===== src/hdl/io_bus_pkg.sv =====
package io_bus_pkg;
  localparam int ADDR_W = 16;
  localparam int DATA_W = 8;
  localparam int CNT_W  = 4;

  // all timing counts are in periods of the double-rate clock (SYS_CLK)
  localparam logic [CNT_W-1:0] ADDR_SETUP_CYC = 4'h5;
  localparam logic [CNT_W-1:0] RD_CMD_CYC     = 4'h9;
  localparam logic [CNT_W-1:0] WR_CMD_CYC     = 4'hA;
  localparam logic [CNT_W-1:0] RD_HOLD_CYC    = 4'h6;
  localparam logic [CNT_W-1:0] WR_HOLD_CYC    = 4'h7;
  localparam logic [CNT_W-1:0] RECOVERY_CYC   = 4'hB;
  localparam logic [CNT_W-1:0] MEM_ZW_WAITS   = 4'h0;
  localparam logic [CNT_W-1:0] MEM_OW_WAITS   = 4'h1;
  localparam logic [CNT_W-1:0] ACK_GAP_CYC    = 4'h4;
  localparam logic [CNT_W-1:0] CNT_ONE        = 4'h1;
  localparam logic [CNT_W-1:0] CNT_ZERO       = 4'h0;

  // address map
  localparam int               IO_SEL_LSB     = 4;
  localparam logic [1:0]       IO_SEL_IRQ     = 2'h0;
  localparam logic [1:0]       IO_SEL_SERIAL  = 2'h1;
  localparam int               MEM_SEL_LSB    = 14;
  localparam logic [1:0]       MEM_SEL_ZW     = 2'h0;
  localparam int               PADDR_LSB      = 2;
  localparam logic [ADDR_W-1:0] ACK1_ADDR     = 16'h0004;
  localparam logic [ADDR_W-1:0] ACK2_ADDR     = 16'h0000;
  localparam logic [DATA_W-1:0] DATA_RESET    = 8'h00;
  localparam logic [ADDR_W-1:0] ADDR_RESET    = 16'h0000;

  typedef enum logic [2:0] {
    D_IDLE  = 3'h0,
    D_SETUP = 3'h1,
    D_CMD   = 3'h3,
    D_HOLD  = 3'h2,
    D_MEM   = 3'h4
  } ctrl_state_t;

  typedef enum logic [1:0] {
    H_IDLE = 2'h0,
    H_ADS  = 2'h1,
    H_WAIT = 2'h3,
    H_GAP  = 2'h2
  } host_state_t;
endpackage


===== src/hdl/local_bus_if.sv =====
`timescale 1ns/10ps
interface local_bus_if;
  import io_bus_pkg::*;
  logic              ads;
  logic [ADDR_W-1:0] addr;
  logic              w_r;
  logic              m_io;
  logic              d_c;
  logic [DATA_W-1:0] wdata;
  logic [DATA_W-1:0] rdata;
  logic              ready;
  logic              next_addr_req;

  modport cpu  (output ads, addr, w_r, m_io, d_c, wdata, input rdata, ready, next_addr_req);
  modport ctrl (input ads, addr, w_r, m_io, d_c, wdata, output rdata, ready, next_addr_req);
endinterface


===== src/hdl/io_sel_decode.sv =====
`timescale 1ns/10ps
module io_sel_decode (
  // processor address and space
  input  wire logic [io_bus_pkg::ADDR_W-1:0] addr,
  input  wire logic                          m_io,
  // selects
  output logic                               sel_zero_wait,
  output logic                               sel_one_wait,
  output logic                               irq_ctrl_select,
  output logic                               serial_ctrl_select
);
  import io_bus_pkg::*;

  // no latch stage, so selects reach the wait logic in the address cycle
  always_comb begin
    sel_zero_wait      = m_io && (addr[MEM_SEL_LSB +: 2] == MEM_SEL_ZW);
    sel_one_wait       = m_io && (addr[MEM_SEL_LSB +: 2] != MEM_SEL_ZW);
    irq_ctrl_select    = !m_io && (addr[IO_SEL_LSB +: 2] == IO_SEL_IRQ);
    serial_ctrl_select = !m_io && (addr[IO_SEL_LSB +: 2] == IO_SEL_SERIAL);
  end
endmodule


===== src/hdl/io_cmd_ctrl.sv =====
`timescale 1ns/10ps
module io_cmd_ctrl (
  // clock and reset
  input  wire logic                          SYS_CLK,
  input  wire logic                          RST,
  // processor local bus
  local_bus_if.ctrl                          bus,
  // peripheral commands
  output logic                               IO_RD_CMD,
  output logic                               IO_WR_CMD,
  output logic                               MEM_RD_CMD,
  output logic                               IRQ_ACK_STROBE,
  // transceiver and selects
  output logic                               XCVR_ENABLE,
  output logic                               XCVR_DIR,
  output logic                               IRQ_CTRL_SELECT,
  output logic                               SERIAL_CTRL_SELECT,
  output logic [1:0]                         PERIPH_ADDR,
  // peripheral data, low byte lane
  input  wire logic [io_bus_pkg::DATA_W-1:0] PDATA_IN,
  output logic [io_bus_pkg::DATA_W-1:0]      PDATA_OUT,
  output logic                               PDATA_OE_N
);
  import io_bus_pkg::*;

  ctrl_state_t       state_reg, state_next;
  logic [CNT_W-1:0]  cnt_reg, cnt_next;
  logic [CNT_W-1:0]  rec_reg, rec_next;
  logic              is_wr_reg, is_wr_next;
  logic              is_ack_reg, is_ack_next;
  logic              rd_reg, rd_next;
  logic              wr_reg, wr_next;
  logic              mrd_reg, mrd_next;
  logic              ack_reg, ack_next;
  logic              xen_reg, xen_next;
  logic              xdir_reg, xdir_next;
  logic              irqs_reg, irqs_next;
  logic              sers_reg, sers_next;
  logic [1:0]        paddr_reg, paddr_next;
  logic [DATA_W-1:0] pout_reg, pout_next;
  logic              oe_n_reg, oe_n_next;
  logic [DATA_W-1:0] rdata_reg, rdata_next;
  logic              ready_reg, ready_next;
  logic              na_reg, na_next;
  logic              sel_zero_wait;
  logic              sel_one_wait;
  logic              irq_ctrl_select;
  logic              serial_ctrl_select;

  io_sel_decode u_dec (
    .addr               (bus.addr),
    .m_io               (bus.m_io),
    .sel_zero_wait      (sel_zero_wait),
    .sel_one_wait       (sel_one_wait),
    .irq_ctrl_select    (irq_ctrl_select),
    .serial_ctrl_select (serial_ctrl_select)
  );

  always_comb begin
    state_next  = state_reg;
    cnt_next    = cnt_reg;
    // down count that stops at zero; every I/O command reloads it
    rec_next    = (rec_reg != CNT_ZERO) ? rec_reg - CNT_ONE : rec_reg;
    is_wr_next  = is_wr_reg;
    is_ack_next = is_ack_reg;
    rd_next     = rd_reg;
    wr_next     = wr_reg;
    mrd_next    = mrd_reg;
    ack_next    = ack_reg;
    xen_next    = xen_reg;
    xdir_next   = xdir_reg;
    irqs_next   = irqs_reg;
    sers_next   = sers_reg;
    paddr_next  = paddr_reg;
    pout_next   = pout_reg;
    oe_n_next   = oe_n_reg;
    rdata_next  = rdata_reg;
    ready_next  = 1'b0;
    na_next     = na_reg;
    case (state_reg)
      D_IDLE: begin
        if (bus.ads) begin
          if (bus.m_io || (!bus.d_c && bus.w_r)) begin
            // memory cycle, or halt which just completes
            state_next = D_MEM;
            mrd_next   = bus.m_io && !bus.w_r;
            na_next    = sel_zero_wait;
            cnt_next   = sel_zero_wait ? MEM_ZW_WAITS : MEM_OW_WAITS;
          end else begin
            state_next  = D_SETUP;
            is_wr_next  = bus.w_r;
            is_ack_next = !bus.d_c;
            xdir_next   = bus.w_r;
            irqs_next   = irq_ctrl_select;
            sers_next   = serial_ctrl_select;
            paddr_next  = bus.addr[PADDR_LSB +: 2];
            pout_next   = bus.wdata;
            cnt_next    = ADDR_SETUP_CYC - CNT_ONE;
          end
        end
      end
      D_SETUP: begin
        if (cnt_reg != CNT_ZERO) begin
          cnt_next = cnt_reg - CNT_ONE;
        end else if (rec_reg == CNT_ZERO) begin
          state_next = D_CMD;
          rd_next    = !is_wr_reg && !is_ack_reg;
          wr_next    = is_wr_reg;
          ack_next   = is_ack_reg;
          xen_next   = 1'b1;
          oe_n_next  = !is_wr_reg;
          cnt_next   = is_wr_reg ? WR_CMD_CYC - CNT_ONE : RD_CMD_CYC - CNT_ONE;
        end
      end
      D_CMD: begin
        if (cnt_reg != CNT_ZERO) begin
          cnt_next = cnt_reg - CNT_ONE;
        end else begin
          state_next = D_HOLD;
          rd_next    = 1'b0;
          wr_next    = 1'b0;
          ack_next   = 1'b0;
          rec_next   = RECOVERY_CYC;
          // read data taken at the very end of the strobe, lowest lane only
          if (!is_wr_reg) begin
            rdata_next = PDATA_IN;
          end
          // write data stays on the bus through the hold for data hold time
          xen_next   = is_wr_reg;
          cnt_next   = is_wr_reg ? WR_HOLD_CYC - CNT_ONE : RD_HOLD_CYC - CNT_ONE;
        end
      end
      D_HOLD: begin
        if (cnt_reg != CNT_ZERO) begin
          cnt_next = cnt_reg - CNT_ONE;
        end else begin
          state_next = D_IDLE;
          ready_next = 1'b1;
          xen_next   = 1'b0;
          oe_n_next  = 1'b1;
          irqs_next  = 1'b0;
          sers_next  = 1'b0;
        end
      end
      D_MEM: begin
        if (cnt_reg != CNT_ZERO) begin
          cnt_next = cnt_reg - CNT_ONE;
        end else begin
          state_next = D_IDLE;
          ready_next = 1'b1;
          mrd_next   = 1'b0;
          na_next    = 1'b0;
        end
      end
      default: begin
        state_next = D_IDLE;
      end
    endcase
  end

  always_ff @(posedge SYS_CLK or posedge RST) begin
    if (RST) begin
      state_reg  <= D_IDLE;
      cnt_reg    <= CNT_ZERO;
      rec_reg    <= CNT_ZERO;
      is_wr_reg  <= 1'b0;
      is_ack_reg <= 1'b0;
      rd_reg     <= 1'b0;
      wr_reg     <= 1'b0;
      mrd_reg    <= 1'b0;
      ack_reg    <= 1'b0;
      xen_reg    <= 1'b0;
      xdir_reg   <= 1'b0;
      irqs_reg   <= 1'b0;
      sers_reg   <= 1'b0;
      paddr_reg  <= 2'h0;
      pout_reg   <= DATA_RESET;
      oe_n_reg   <= 1'b1;
      rdata_reg  <= DATA_RESET;
      ready_reg  <= 1'b0;
      na_reg     <= 1'b0;
    end else begin
      state_reg  <= state_next;
      cnt_reg    <= cnt_next;
      rec_reg    <= rec_next;
      is_wr_reg  <= is_wr_next;
      is_ack_reg <= is_ack_next;
      rd_reg     <= rd_next;
      wr_reg     <= wr_next;
      mrd_reg    <= mrd_next;
      ack_reg    <= ack_next;
      xen_reg    <= xen_next;
      xdir_reg   <= xdir_next;
      irqs_reg   <= irqs_next;
      sers_reg   <= sers_next;
      paddr_reg  <= paddr_next;
      pout_reg   <= pout_next;
      oe_n_reg   <= oe_n_next;
      rdata_reg  <= rdata_next;
      ready_reg  <= ready_next;
      na_reg     <= na_next;
    end
  end

  assign IO_RD_CMD          = rd_reg;
  assign IO_WR_CMD          = wr_reg;
  assign MEM_RD_CMD         = mrd_reg;
  assign IRQ_ACK_STROBE     = ack_reg;
  assign XCVR_ENABLE        = xen_reg;
  assign XCVR_DIR           = xdir_reg;
  assign IRQ_CTRL_SELECT    = irqs_reg;
  assign SERIAL_CTRL_SELECT = sers_reg;
  assign PERIPH_ADDR        = paddr_reg;
  assign PDATA_OUT          = pout_reg;
  assign PDATA_OE_N         = oe_n_reg;
  assign bus.rdata          = rdata_reg;
  assign bus.ready          = ready_reg;
  assign bus.next_addr_req  = na_reg;
endmodule


===== src/flat_wrapper.sv =====
// flat-port wrapper written by rule: the top's interface ports become plain ports
module io_cmd_ctrl_flat import io_bus_pkg::*;
  (SYS_CLK, RST, IO_RD_CMD, IO_WR_CMD, MEM_RD_CMD, IRQ_ACK_STROBE, XCVR_ENABLE, XCVR_DIR, IRQ_CTRL_SELECT, SERIAL_CTRL_SELECT, PERIPH_ADDR, PDATA_IN, PDATA_OUT, PDATA_OE_N, bus_ads, bus_addr, bus_w_r, bus_m_io, bus_d_c, bus_wdata, bus_rdata, bus_ready, bus_next_addr_req);
  local_bus_if bus_i ();
  input  wire logic SYS_CLK;
  input  wire logic RST;
  output logic IO_RD_CMD;
  output logic IO_WR_CMD;
  output logic MEM_RD_CMD;
  output logic IRQ_ACK_STROBE;
  output logic XCVR_ENABLE;
  output logic XCVR_DIR;
  output logic IRQ_CTRL_SELECT;
  output logic SERIAL_CTRL_SELECT;
  output logic [1:0] PERIPH_ADDR;
  input  wire logic [io_bus_pkg::DATA_W-1:0] PDATA_IN;
  output logic [io_bus_pkg::DATA_W-1:0] PDATA_OUT;
  output logic PDATA_OE_N;
  input wire logic [$bits(bus_i.ads)-1:0] bus_ads;
  input wire logic [$bits(bus_i.addr)-1:0] bus_addr;
  input wire logic [$bits(bus_i.w_r)-1:0] bus_w_r;
  input wire logic [$bits(bus_i.m_io)-1:0] bus_m_io;
  input wire logic [$bits(bus_i.d_c)-1:0] bus_d_c;
  input wire logic [$bits(bus_i.wdata)-1:0] bus_wdata;
  output wire logic [$bits(bus_i.rdata)-1:0] bus_rdata;
  output wire logic [$bits(bus_i.ready)-1:0] bus_ready;
  output wire logic [$bits(bus_i.next_addr_req)-1:0] bus_next_addr_req;
  assign bus_i.ads = bus_ads;
  assign bus_i.addr = bus_addr;
  assign bus_i.w_r = bus_w_r;
  assign bus_i.m_io = bus_m_io;
  assign bus_i.d_c = bus_d_c;
  assign bus_i.wdata = bus_wdata;
  assign bus_rdata = bus_i.rdata;
  assign bus_ready = bus_i.ready;
  assign bus_next_addr_req = bus_i.next_addr_req;
  io_cmd_ctrl u_core (.SYS_CLK(SYS_CLK), .RST(RST), .bus(bus_i), .IO_RD_CMD(IO_RD_CMD), .IO_WR_CMD(IO_WR_CMD), .MEM_RD_CMD(MEM_RD_CMD), .IRQ_ACK_STROBE(IRQ_ACK_STROBE), .XCVR_ENABLE(XCVR_ENABLE), .XCVR_DIR(XCVR_DIR), .IRQ_CTRL_SELECT(IRQ_CTRL_SELECT), .SERIAL_CTRL_SELECT(SERIAL_CTRL_SELECT), .PERIPH_ADDR(PERIPH_ADDR), .PDATA_IN(PDATA_IN), .PDATA_OUT(PDATA_OUT), .PDATA_OE_N(PDATA_OE_N));
endmodule

===== config.mk =====
export PLATFORM = sky130hd
export DESIGN_NAME = io_cmd_ctrl_flat
export DESIGN_NICKNAME = d
export VERILOG_FILES = /design/src/hdl/io_bus_pkg.sv /design/src/hdl/local_bus_if.sv /design/src/hdl/io_sel_decode.sv /design/src/hdl/io_cmd_ctrl.sv /design/src/flat_wrapper.sv
export SDC_FILE = /design/constraint.sdc
export NUM_CORES = 1
export LEC_CHECK = 0
export ABC_AREA = 0
export BUFFER_PORTS_ARGS = -buffer_cell sky130_fd_sc_hd__buf_2
export CORE_MARGIN = 1
export CORE_UTILIZATION = 50
export CTS_BUF_LIST = sky130_fd_sc_hd__clkbuf_4 sky130_fd_sc_hd__clkbuf_8 sky130_fd_sc_hd__clkbuf_16
export DETAILED_ROUTE_END_ITERATION = 8
export GPL_TIMING_DRIVEN = 0
export PLACE_DENSITY = 0.79
export SYNTH_ARGS = -nofsm -noshare
export SYNTH_HDL_FRONTEND = slang
export SYNTH_HIERARCHICAL = 1
export SYNTH_SLANG_ARGS = --single-unit

===== constraint.sdc =====
create_clock -name SYS_CLK -period 2.1 [get_ports SYS_CLK]
set_input_delay 0.21 -clock SYS_CLK [delete_from_list [all_inputs] [get_ports SYS_CLK]]
set_output_delay 0.21 -clock SYS_CLK [all_outputs]
set_load 0.01 [all_outputs]

### Word-level counts from Yosys, hierarchy flattened

Index checks and enable logic that the tools add are counted.

| word-level totals | value |
|---|---|
| register bits | 41 |
| output and inout port bits | 29 |
| logic and storage cells | 125 |

| operators by class | value |
|---|---|
| add/sub/neg operators | 2 |
| eq/ne operators | 16 |
| mux-type cells | 52 |
| bitwise logic cells | 3 |
| reduce and logical (&&, ||, !) cells | 34 |

Operators with widths:

| cell | count |
|---|---|
| two-way mux 4 bit | 9 |
| two-way mux 1 bit | 25 |
| AND reduction 4 bit | 5 |
| two-way mux 3 bit | 6 |
| case mux 1 bit (2 select lines) | 8 |
| case mux 4 bit (4 select lines) | 1 |
| != test 2 bit (second input constant) | 7 |
| case mux 3 bit (4 select lines) | 1 |
| nonzero test 4 bit | 3 |
| AND reduction 5 bit | 2 |
| nonzero test 2 bit | 4 |
| subtractor 4 x 1 -> 4 bit (second input constant) | 2 |
| == test 3 x 2 -> 1 bit (second input constant) | 2 |
| logical AND 1 bit | 6 |
| != test 2 x 1 -> 1 bit (second input constant) | 3 |
| AND reduction 3 bit | 2 |
| logical NOT 1 bit | 5 |
| logical NOT 2 bit | 2 |
| logical NOT 4 bit | 1 |
| == test 3 x 1 -> 1 bit (second input constant) | 1 |
| == test 3 bit (second input constant) | 1 |
| logical NOT 3 bit | 1 |
| != test 3 x 1 -> 1 bit (second input constant) | 1 |
| inverter 1 bit | 3 |
| other kinds (6) | 6 |

### Depth between registers and ports, before layout

Gate-level depths: netlist of run 1.

| depth | value |
|---|---|
| depth after elaboration | 6 |
| depth in mapped cells | 8 |

### Modules after synthesis

Netlist of run 1, hierarchy kept.

Modules (own cells, without submodules):

| module | times used | cells an instance | area an instance (µm²) | seq. area each (µm²) |
|---|---|---|---|---|
| io_cmd_ctrl | 1 | 183 | 2016.9 | 1027.2 |
| io_sel_decode | 1 | 4 | 32.5 | 0.0 |

### Least setup slack after synthesis of run 1

OpenSTA, ideal clock, no wires.

| timing path | value |
|---|---|
| kind | register to register |
| start point | register u_core.cnt_reg[0] |
| end point | register u_core.rdata_reg[0] (netlist: u_core/bus.rdata[0]) |
| data arrival time | 1835 ps |
| setup slack | 140 ps |
| stages on the path, launching flop included | 7 |
| buffers on the path | 0 |
| path through | dfrtp_1 > inv_1 > ha_1 > nor3b_4 > nand3_1 > nor2_4 > mux2_2 |

| on the way | value |
|---|---|
| word-level cells in the longest chain between the ends | 3 |

Ends and longest elaborated chain:

| element | RTL line | text |
|---|---|---|
| from (decl) | io_cmd_ctrl.sv:27 | `logic [CNT_W-1:0] cnt_reg, cnt_next;` |
| from (signal assigned) | io_cmd_ctrl.sv:184 | `cnt_reg <= cnt_next;` |
| nonzero test 4 bit | io_cmd_ctrl.sv:116 | `if (cnt_reg != CNT_ZERO) begin` |
| inverter 1 bit (no line) | - |  |
| AND reduction 3 bit (no line) | - |  |
| to (signal assigned) | io_cmd_ctrl.sv:199 | `rdata_reg <= rdata_next;` |
| to (decl) | io_cmd_ctrl.sv:42 | `logic [DATA_W-1:0] rdata_reg, rdata_next;` |

No other way between the ends.
A chain may end at the register's enable or synchronous reset.

### Final worst setup path of run 1

| timing path | value |
|---|---|
| start point | register u_core.rec_reg[0] |
| end point | register u_core.cnt_reg[0] |

| on the way | value |
|---|---|
| word-level cells in the longest chain between the ends | 3 |

Ends and longest elaborated chain:

| element | RTL line | text |
|---|---|---|
| from (decl) | io_cmd_ctrl.sv:28 | `logic [CNT_W-1:0] rec_reg, rec_next;` |
| from (signal assigned) | io_cmd_ctrl.sv:185 | `rec_reg <= rec_next;` |
| logical NOT 4 bit | io_cmd_ctrl.sv:105 | `end else if (rec_reg == CNT_ZERO) begin` |
| != test 3 x 1 -> 1 bit (no line) | - |  |
| AND reduction 4 bit (no line) | - |  |

No other way between the ends.

==> results of run 1 <==
-- metrics by stage --
stage	setup TNS [ps]	utilization [%]
floorplan	0	-
finish	0	66.3
global route	-23.3	66.3
detailed placement	-1510	62.7
global placement	-1520	62.7
CTS	0	65.4
-- cell type report --
cell class              instances  area (sq um)  share of cell area, %
clock inverters                 3          17.5                  0.695
well taps                      48          60.1                   2.38
plain buffers                   9          53.8                   2.14
clock buffers                   5          68.8                   2.73
flip-flops and latches         41          1030                   40.8
repair buffers                 58           295                   11.7
inverters                      12          45.0                   1.79
multi-input cells             124           950                   37.7
-- worst max-delay path, cell delays in order (launching register included) --
cell and delay, ps:
sky130_fd_sc_hd__dfrtp_1 380, sky130_fd_sc_hd__inv_1 90, sky130_fd_sc_hd__ha_1 220, sky130_fd_sc_hd__or3b_4 440, sky130_fd_sc_hd__a31oi_1 240, sky130_fd_sc_hd__o211ai_2 190, sky130_fd_sc_hd__a2111oi_2 250, sky130_fd_sc_hd__a21oi_1 70
-- power by group --
part           switching, mW  internal (mW)
sequential             0.205           1.15
combinational          0.876          0.798
clock                  0.281          0.229
total                   1.36           2.17
-- repair_timing --
| action | CTS | global route |
|---|---|---|
| setup buffers | 2 | 0 |
| setup endpoints to repair | 10 | 15 |
| hold endpoints to repair | 0 | 0 |
| gates resized for setup | 1 | 9 |
| cloned | 0 | 0 |
| pin swaps | 0 | 1 |
-- path summary, 6_finish.rpt --
| check | start | end | slack (ps) |
|---|---|---|---|
| max | u_core/rec_reg[0] | u_core/cnt_reg[0] | 100 |
| min | RST | u_core/PDATA_OUT[0] | 70 |
| max reg2reg | u_core/rec_reg[0] | u_core/cnt_reg[0] | 100 |
| min reg2reg | u_core/IO_RD_CMD | u_core/IO_RD_CMD | 480 |
| max in group asynchronous | RST | u_core/cnt_reg[0] | 1460 |
| min in group SYS_CLK | bus_d_c | u_core/is_ack_reg | 110 |
-- metal layers --
| layer | GRT usage (%) | share of wire (%) | vias up |
|---|---|---|---|
| li1 | - | - | 799 |
| met1 | 28.4 | 44 | 795 |
| met2 | 35.8 | 46 | 74 |
| met3 | 7.07 | 8.4 | 6 |
| met4 | 8.97 | 1.5 | 0 |
| met5 | 0 | 0 | - |
==> flow_metrics.tcl, run 1 <==
set metrics [dict create \
    portBuffers 56 \
    num-fill-cells 294 \
    gpl.final_weighted_congestion 0.909 \
    worstPathArrival_ps 2180 \
    fin_ws_ps 97.6 \
    dr.first_iter.drc_count 92 \
    post_drt_via_cell_ratio 5.58 \
    fin_worst_skew_ps 5.32 \
    slew_violations 0 \
    grt_pass1_wl_mm 7.32 \
    hold_slack_ps 69.1 \
    r2r.worst_path.cells 7 \
    worstSkewPairLatency_ps 300 \
    path_class "flip-flop to flip-flop" \
    antenna_cells 0 \
    p_per_area_nw_per_um2 1400 \
    cts_tree "done" \
    dieWidth_microns 65.9 \
    drive_above_1_share_pct 43.3 \
    class_of_the_tightest_hold_or_removal_check "primary input to async pin" \
    drt_first_pass_iters 4 \
    post_synth_inst_count 186 \
    cp-end-kind "flip-flop" \
    cts.sink_count 41 \
    hpwl_mm 2.93 \
    maximum_achievable_frequency_mhz 499 \
    detailroute.via_count 1674 \
    design.portCount 67 \
    dieHeight_microns 65.9 \
    post_drt_wl_per_cell_microns 13.7 \
    max_cap_violations 0 \
    status "completed" \
    leakagePower_nw 1.22 \
    dp.cells 290 \
    grt_antenna_before_repair 0 \
    h-tree-depth 2 \
    synthesis.area_sq_um 2040 \
    postRouteWirelength_mm 4.12 \
    initial_utilization_pct 53.8 \
    ctsLongestPathBuffers 2 \
    syn-mean-instance-area_sq_um 11.0 \
    finish.instance_area_sq_um 2520 \
    layout_min_cycle_time_ps 2000 \
    globalRouteOverflowTotal 0 \
    worst-endpoint-required_ps 2280 \
    layout_stage_area_growth_over_the_synthesis_result_pct 23.3 \
    grt_start_max_net_pins 42 \
    grt_setup_unrepaired "yes" \
    cell_area_placed_sq_um 2380 \
    layout.nets 291 \
    remaining_max_slew_budget_at_the_tightest_pin_pct 44.5 \
    tightest_slew_ps 832 \
    clock-root-buffer "sky130_fd_sc_hd__clkbuf_8" \
    core_sq_um 3800 \
    grt_pass1_vias 1672 \
    cts_hold_buf 0 \
    drtAntennaViolNets 0 \
    finished_layout_cells 300 \
    report.power.total_mw 3.53 \
    power.ir.vdd_worst_mv 0.913 \
    cts-buffers-inserted 5 \
    die_ar_sq_um 4340 \
    setup-violations-final 0 \
    layout_commonest_cell "sky130_fd_sc_hd__buf_2" \
    clock_pin_slew_of_the_registers_on_the_worst_case_setup_and_hold_paths_ps 80 \
    layout_worst_path_cycle_share_pct 95.4 \
    gr-usage-all-layers_pct 22.5 \
    preCtsSetupSlack_ps -180 \
    synth.yosys.warnings 6 \
    crit_fanout 7 \
    num_rows 22 \
    most_frequent_cells_in_the_layout "60 x sky130_fd_sc_hd__buf_2, 39 x sky130_fd_sc_hd__dfrtp_1, 21 x sky130_fd_sc_hd__mux2_2" \
    syn_nets 226 \
    drc 0 \
    timing.final.hold_violations 0 \
    cp-start-kind "flip-flop" \
]
Note: power is estimated with default switching activity, not from simulation.
==> run 2: changes to the inputs <==
- PLACE_DENSITY: 0.79 -> 0.84
==> run 2 against run 1 <==
Wire length grew 12%. Worst hold slack gained 6.9 ps. Largest cell class unchanged. First-iteration DRC count increased by 24%. Critical path type unchanged. Highest routed layer unchanged.
==> flow_metrics.tcl, run 2 (synthesis results as in run 1) <==
set metrics [dict create \
    status "completed" \
    drc 0 \
    drt_first_pass_iters 4 \
    post_drt_via_cell_ratio 5.71 \
    cts-buffers-inserted 5 \
    core_sq_um 3800 \
    drive_above_1_share_pct 43.5 \
    grt_setup_unrepaired "yes" \
    layout_worst_path_cycle_share_pct 97.5 \
    initial_utilization_pct 53.8 \
    share_comb_of_total_power_pct 46.3 \
    drtAntennaViolNets 0 \
    timing.final.hold_violations 0 \
    slew_violations 0 \
    ctsLongestPathBuffers 2 \
    clock-root-buffer "sky130_fd_sc_hd__clkbuf_8" \
    p_int_mw 2.48 \
    layout_stage_area_growth_over_the_synthesis_result_pct 27.8 \
    grt_antenna_before_repair 0 \
    power.ir.vdd_worst_mv 0.850 \
    postRouteWirelength_mm 4.63 \
    gr-usage-all-layers_pct 23.7 \
    globalRouteOverflowTotal 0 \
    grt_pass1_wl_mm 7.62 \
    grt_pass1_vias 1756 \
    layout_commonest_cell "sky130_fd_sc_hd__buf_2" \
    tns_ps 0 \
    clkPwrFrac_pct 19.4 \
    crit_path_cells "inv_1 > ha_2 > or3b_4 > a31oi_4 > o211ai_4 > a2111oi_2 > a21oi_1" \
    crit_fanout 7 \
    post_drt_wl_per_cell_microns 15.3 \
    power_switching_share_pct 36.8 \
    most_frequent_cells_in_the_layout "60 x sky130_fd_sc_hd__buf_2, 40 x sky130_fd_sc_hd__dfrtp_1, 21 x sky130_fd_sc_hd__mux2_2" \
    layout.nets 294 \
    dieHeight_microns 65.9 \
    setup-violations-final 0 \
    power_switching_mw 1.44 \
    p_per_area_nw_per_um2 1500 \
    layout_min_cycle_time_ps 2050 \
    max_cap_violations 0 \
    portBuffers 56 \
    worstSkewPairLatency_ps 300 \
    hold_slack_ps 76.0 \
    grt_start_max_net_pins 42 \
    antenna_cells 0 \
    worst-endpoint-required_ps 2270 \
    die_ar_sq_um 4340 \
    cts_tree "done" \
    cell_area_placed_sq_um 2380 \
    timing.critical_path.slowest_cell_delay_ps 440 \
    remaining_max_slew_budget_at_the_tightest_pin_pct 44.1 \
    num_rows 22 \
    cp-start-kind "flip-flop" \
    class_of_the_tightest_hold_or_removal_check "primary input to async pin" \
    design.portCount 67 \
    critical-path-slowest-cell "sky130_fd_sc_hd__or3b_4" \
    dr.first_iter.drc_count 114 \
    p_seq_share_pct 34.4 \
    fin_worst_skew_ps 4.30 \
    gpl.final_weighted_congestion 0.897 \
    layout.core_utilization_pct 68.7 \
    maximum_achievable_frequency_mhz 488 \
    cts.sink_count 41 \
    path_class "flip-flop to flip-flop" \
    cp-end-kind "flip-flop" \
    hpwl_mm 3.15 \
    dieWidth_microns 65.9 \
    fin_ws_ps 52.2 \
    finish.instance_area_sq_um 2610 \
    worstPathArrival_ps 2220 \
    detailroute.via_count 1731 \
    leakagePower_nw 1.26 \
    tightest_slew_ps 838 \
    h-tree-depth 2 \
    preCtsSetupSlack_ps -215 \
    clock_pin_slew_of_the_registers_on_the_worst_case_setup_and_hold_paths_ps 80 \
]
==> run 2: final timing paths <==
path                                        start             endpoint  slack [ps]  depth (start not counted)
worst max-delay path            u_core/rec_reg[0]    u_core/cnt_reg[0]          50                          7
worst max register to register  u_core/rec_reg[0]    u_core/cnt_reg[0]          50                          7
min in group SYS_CLK                      bus_d_c    u_core/is_ack_reg         110                          2
max in group asynchronous                     RST     u_core/bus.ready        1500                          2
worst min-delay path                          RST  u_core/PDATA_OUT[4]          80                          2
worst min register to register   u_core/IO_RD_CMD     u_core/IO_RD_CMD         480                          1
==> run 2: layout make-up <==
cell class                      count  area [sq um]
Tap cell                           48          60.1
Buffer                              9          53.8
Fill cell                         285          1190
Inverter                           12          45.0
Clock buffer                        5          68.8
Clock inverter                      3          68.8
Sequential cell                    41          1030
Multi-Input combinational cell    124           968
Timing Repair Buffer               61           318
==> run 2: per-layer routing <==
metal / up-vias / routed length [microns] / global-route usage (%)
li1: 805 / - / -
met1: 834 / 1860 / 28.3
met2: 80 / 2330 / 40.2
met3: 12 / 338 / 6.38
met4: 0 / 97 / 9.51
met5: - / 0 / 0
==> run 2: worst max-delay path, delay by kind of cell (launching register included) <==
family                     cells  cell delay, ps
AOI/OAI and AO/OA              4             780
and+or+nand+nor                1             440
DFF                            1             390
adders and majority gates      1             220
buffers and inverters          1              90
==> run 2: stage by stage <==
step / instances / power [mW]
after floorplan: 186 / 2.46
after global placement: 290 / 2.89
after detailed placement: 290 / 2.96
after CTS: 300 / 3.79
after global routing: 303 / 4.18
final: 303 / 3.92
==> run 2: power by group through the flow <==
stage	registers, mW	logic, mW	clock network [mW]
after global routing	1.39	1.98	0.807
after global placement	1.35	1.54	0
after detailed placement	1.37	1.59	0
after CTS	1.35	1.67	0.769
after floorplan	1.46	1.00	0
final	1.35	1.81	0.759
==> run 2: what timing repair did <==
action	CTS	global route
buffers inserted	2	3
pin swaps	1	2
gates resized for setup	4	7
endpoints found under the setup margin	13	13
hold buffers	0	0
==> run 3: changes to the inputs <==
- clock period: 2.1 -> 2 ns (I/O delays scaled with it)
==> run 3 against run 2 <==
Sequential power up 5%. Register-to-register slack about the same. Die area unchanged. Critical path type unchanged. Largest cell class unchanged. Highest routed layer unchanged.
==> flow_metrics.tcl, run 3 (synthesis results as in run 1) <==
set metrics [dict create \
    ctsLongestPathBuffers 2 \
    drive_above_1_share_pct 46.7 \
    clock-root-buffer "sky130_fd_sc_hd__clkbuf_8" \
    grt_start_max_net_pins 42 \
    cp-end-kind "flip-flop" \
    cts-buffers-inserted 5 \
    hpwl_mm 3.15 \
    grt_antenna_before_repair 0 \
    layout.nets 296 \
    initial_utilization_pct 53.8 \
    most_frequent_cells_in_the_layout "60 x sky130_fd_sc_hd__buf_2, 40 x sky130_fd_sc_hd__dfrtp_1, 20 x sky130_fd_sc_hd__mux2_2" \
    max_cap_violations 0 \
    layout_min_cycle_time_ps 1960 \
    power.ir.vdd_worst_mv 0.887 \
    gr-usage-all-layers_pct 24.3 \
    hold_slack_ps 61.5 \
    fin_worst_skew_ps 3.52 \
    tns_ps 0 \
    worstSkewPairLatency_ps 300 \
    clock_pin_slew_of_the_registers_on_the_worst_case_setup_and_hold_paths_ps 80 \
    post_drt_wl_per_cell_microns 15.8 \
    slew_violations 0 \
    drtAntennaViolNets 0 \
    grt_pass1_wl_mm 7.76 \
    detailroute.via_count 1744 \
    core_sq_um 3800 \
    fin_ws_ps 37.5 \
    dieHeight_microns 65.9 \
    layout_commonest_cell "sky130_fd_sc_hd__buf_2" \
    grt_pass1_vias 1756 \
    dr.first_iter.drc_count 144 \
    preCtsSetupSlack_ps -315 \
    portBuffers 56 \
    path_class "flip-flop to flip-flop" \
    class_of_the_tightest_hold_or_removal_check "primary input to async pin" \
    design.portCount 67 \
    cp-start-kind "flip-flop" \
    drc 0 \
    tightest_slew_ps 835 \
    worst-endpoint-required_ps 2190 \
    leakagePower_nw 1.27 \
    cts_hold_buf 0 \
    h-tree-depth 2 \
    layout_stage_area_growth_over_the_synthesis_result_pct 31.1 \
    die_ar_sq_um 4340 \
    layout_worst_path_cycle_share_pct 98.1 \
    num-fill-cells 273 \
    cts.sink_count 41 \
    num_rows 22 \
    cts_tree "done" \
    maximum_achievable_frequency_mhz 510 \
    gpl.final_weighted_congestion 0.897 \
    antenna_cells 0 \
    postRouteWirelength_mm 4.83 \
    p_per_area_nw_per_um2 1590 \
    setup-violations-final 0 \
    worstPathArrival_ps 2150 \
    dieWidth_microns 65.9 \
    timing.final.hold_violations 0 \
    crit_fanout 7 \
    globalRouteOverflowTotal 0 \
    drt_first_pass_iters 4 \
    remaining_max_slew_budget_at_the_tightest_pin_pct 44.2 \
    post_drt_via_cell_ratio 5.72 \
    status "completed" \
    grt_setup_unrepaired "yes" \
]
## run 3: cell count changes in the layout (fill, tap and decap cells not counted), sizes merged
cell and delta:
buf +2
## run 3: area by class of cell
| cell class | instances | area, sq um | area share [%] |
|---|---|---|---|
| Buffer | 9 | 53.8 | 2.01 |
| Clock buffer | 5 | 68.8 | 2.57 |
| Inverter | 12 | 45.0 | 1.68 |
| Timing Repair Buffer | 63 | 337 | 12.6 |
| Tap cell | 48 | 60.1 | 2.24 |
| Sequential cell | 41 | 1030 | 38.4 |
| Clock inverter | 3 | 68.8 | 2.57 |
| Multi-Input combinational cell | 124 | 1020 | 38.0 |
## run 3: worst paths after layout
| path | start | end | slack (ps) | cells after the start |
|---|---|---|---|---|
| setup / recovery | u_core/cnt_reg[1] | u_core/cnt_reg[1] | 40 | 7 |
| min in group SYS_CLK | bus_d_c | u_core/is_ack_reg | 100 | 2 |
| hold reg to reg | u_core/IO_RD_CMD | u_core/IO_RD_CMD | 480 | 1 |
| setup reg to reg | u_core/cnt_reg[1] | u_core/cnt_reg[1] | 40 | 7 |
| max in group asynchronous | RST | u_core/cnt_reg[2] | 1410 | 2 |
| hold / removal | RST | u_core/PDATA_OUT[4] | 60 | 2 |
## run 3: worst max-delay path, stage by stage, from the launching register on
cell and delay (ps):
sky130_fd_sc_hd__dfrtp_1 400, sky130_fd_sc_hd__inv_2 80, sky130_fd_sc_hd__ha_4 160, sky130_fd_sc_hd__nor3b_4 300, sky130_fd_sc_hd__buf_4 180, sky130_fd_sc_hd__a31oi_4 90, sky130_fd_sc_hd__o211ai_4 310, sky130_fd_sc_hd__mux2_4 330
## run 3: power breakdown
part | switching [mW] | internal, mW | leakage, nW | total (mW)
Combinational | 1.06 | 0.981 | 0.688 | 2.04
Clock | 0.298 | 0.502 | 0.0687 | 0.801
Sequential | 0.223 | 1.20 | 0.518 | 1.42
Total | 1.58 | 2.68 | 1.27 | 4.27
## run 3: timing repair
item,CTS,global route
endpoints found under the setup margin,18,15
pin swaps,3,6
setup buffers,4,3
resized for setup,9,14
## run 3: stage by stage
step                      utilization [%]  instances  cell area (sq um)  power (mW)
after global routing                 70.5        305               2680        4.54
after detailed placement             62.7        290               2380        3.11
after CTS                            68.1        302               2590        4.07
after floorplan                         -        186               2040        2.58
final                                70.5        305               2680        4.27
after global placement               62.7        290               2380        3.04
## run 3: routing by layer
| layer | vias up | GRT usage, % | routed length (microns) |
|---|---|---|---|
| met5 | - | 0 | 0 |
| met4 | 0 | 8.97 | 57 |
| met3 | 7 | 5.86 | 322 |
| met2 | 82 | 41.3 | 2480 |
| met1 | 843 | 29.5 | 1980 |
| li1 | 812 | - | - |
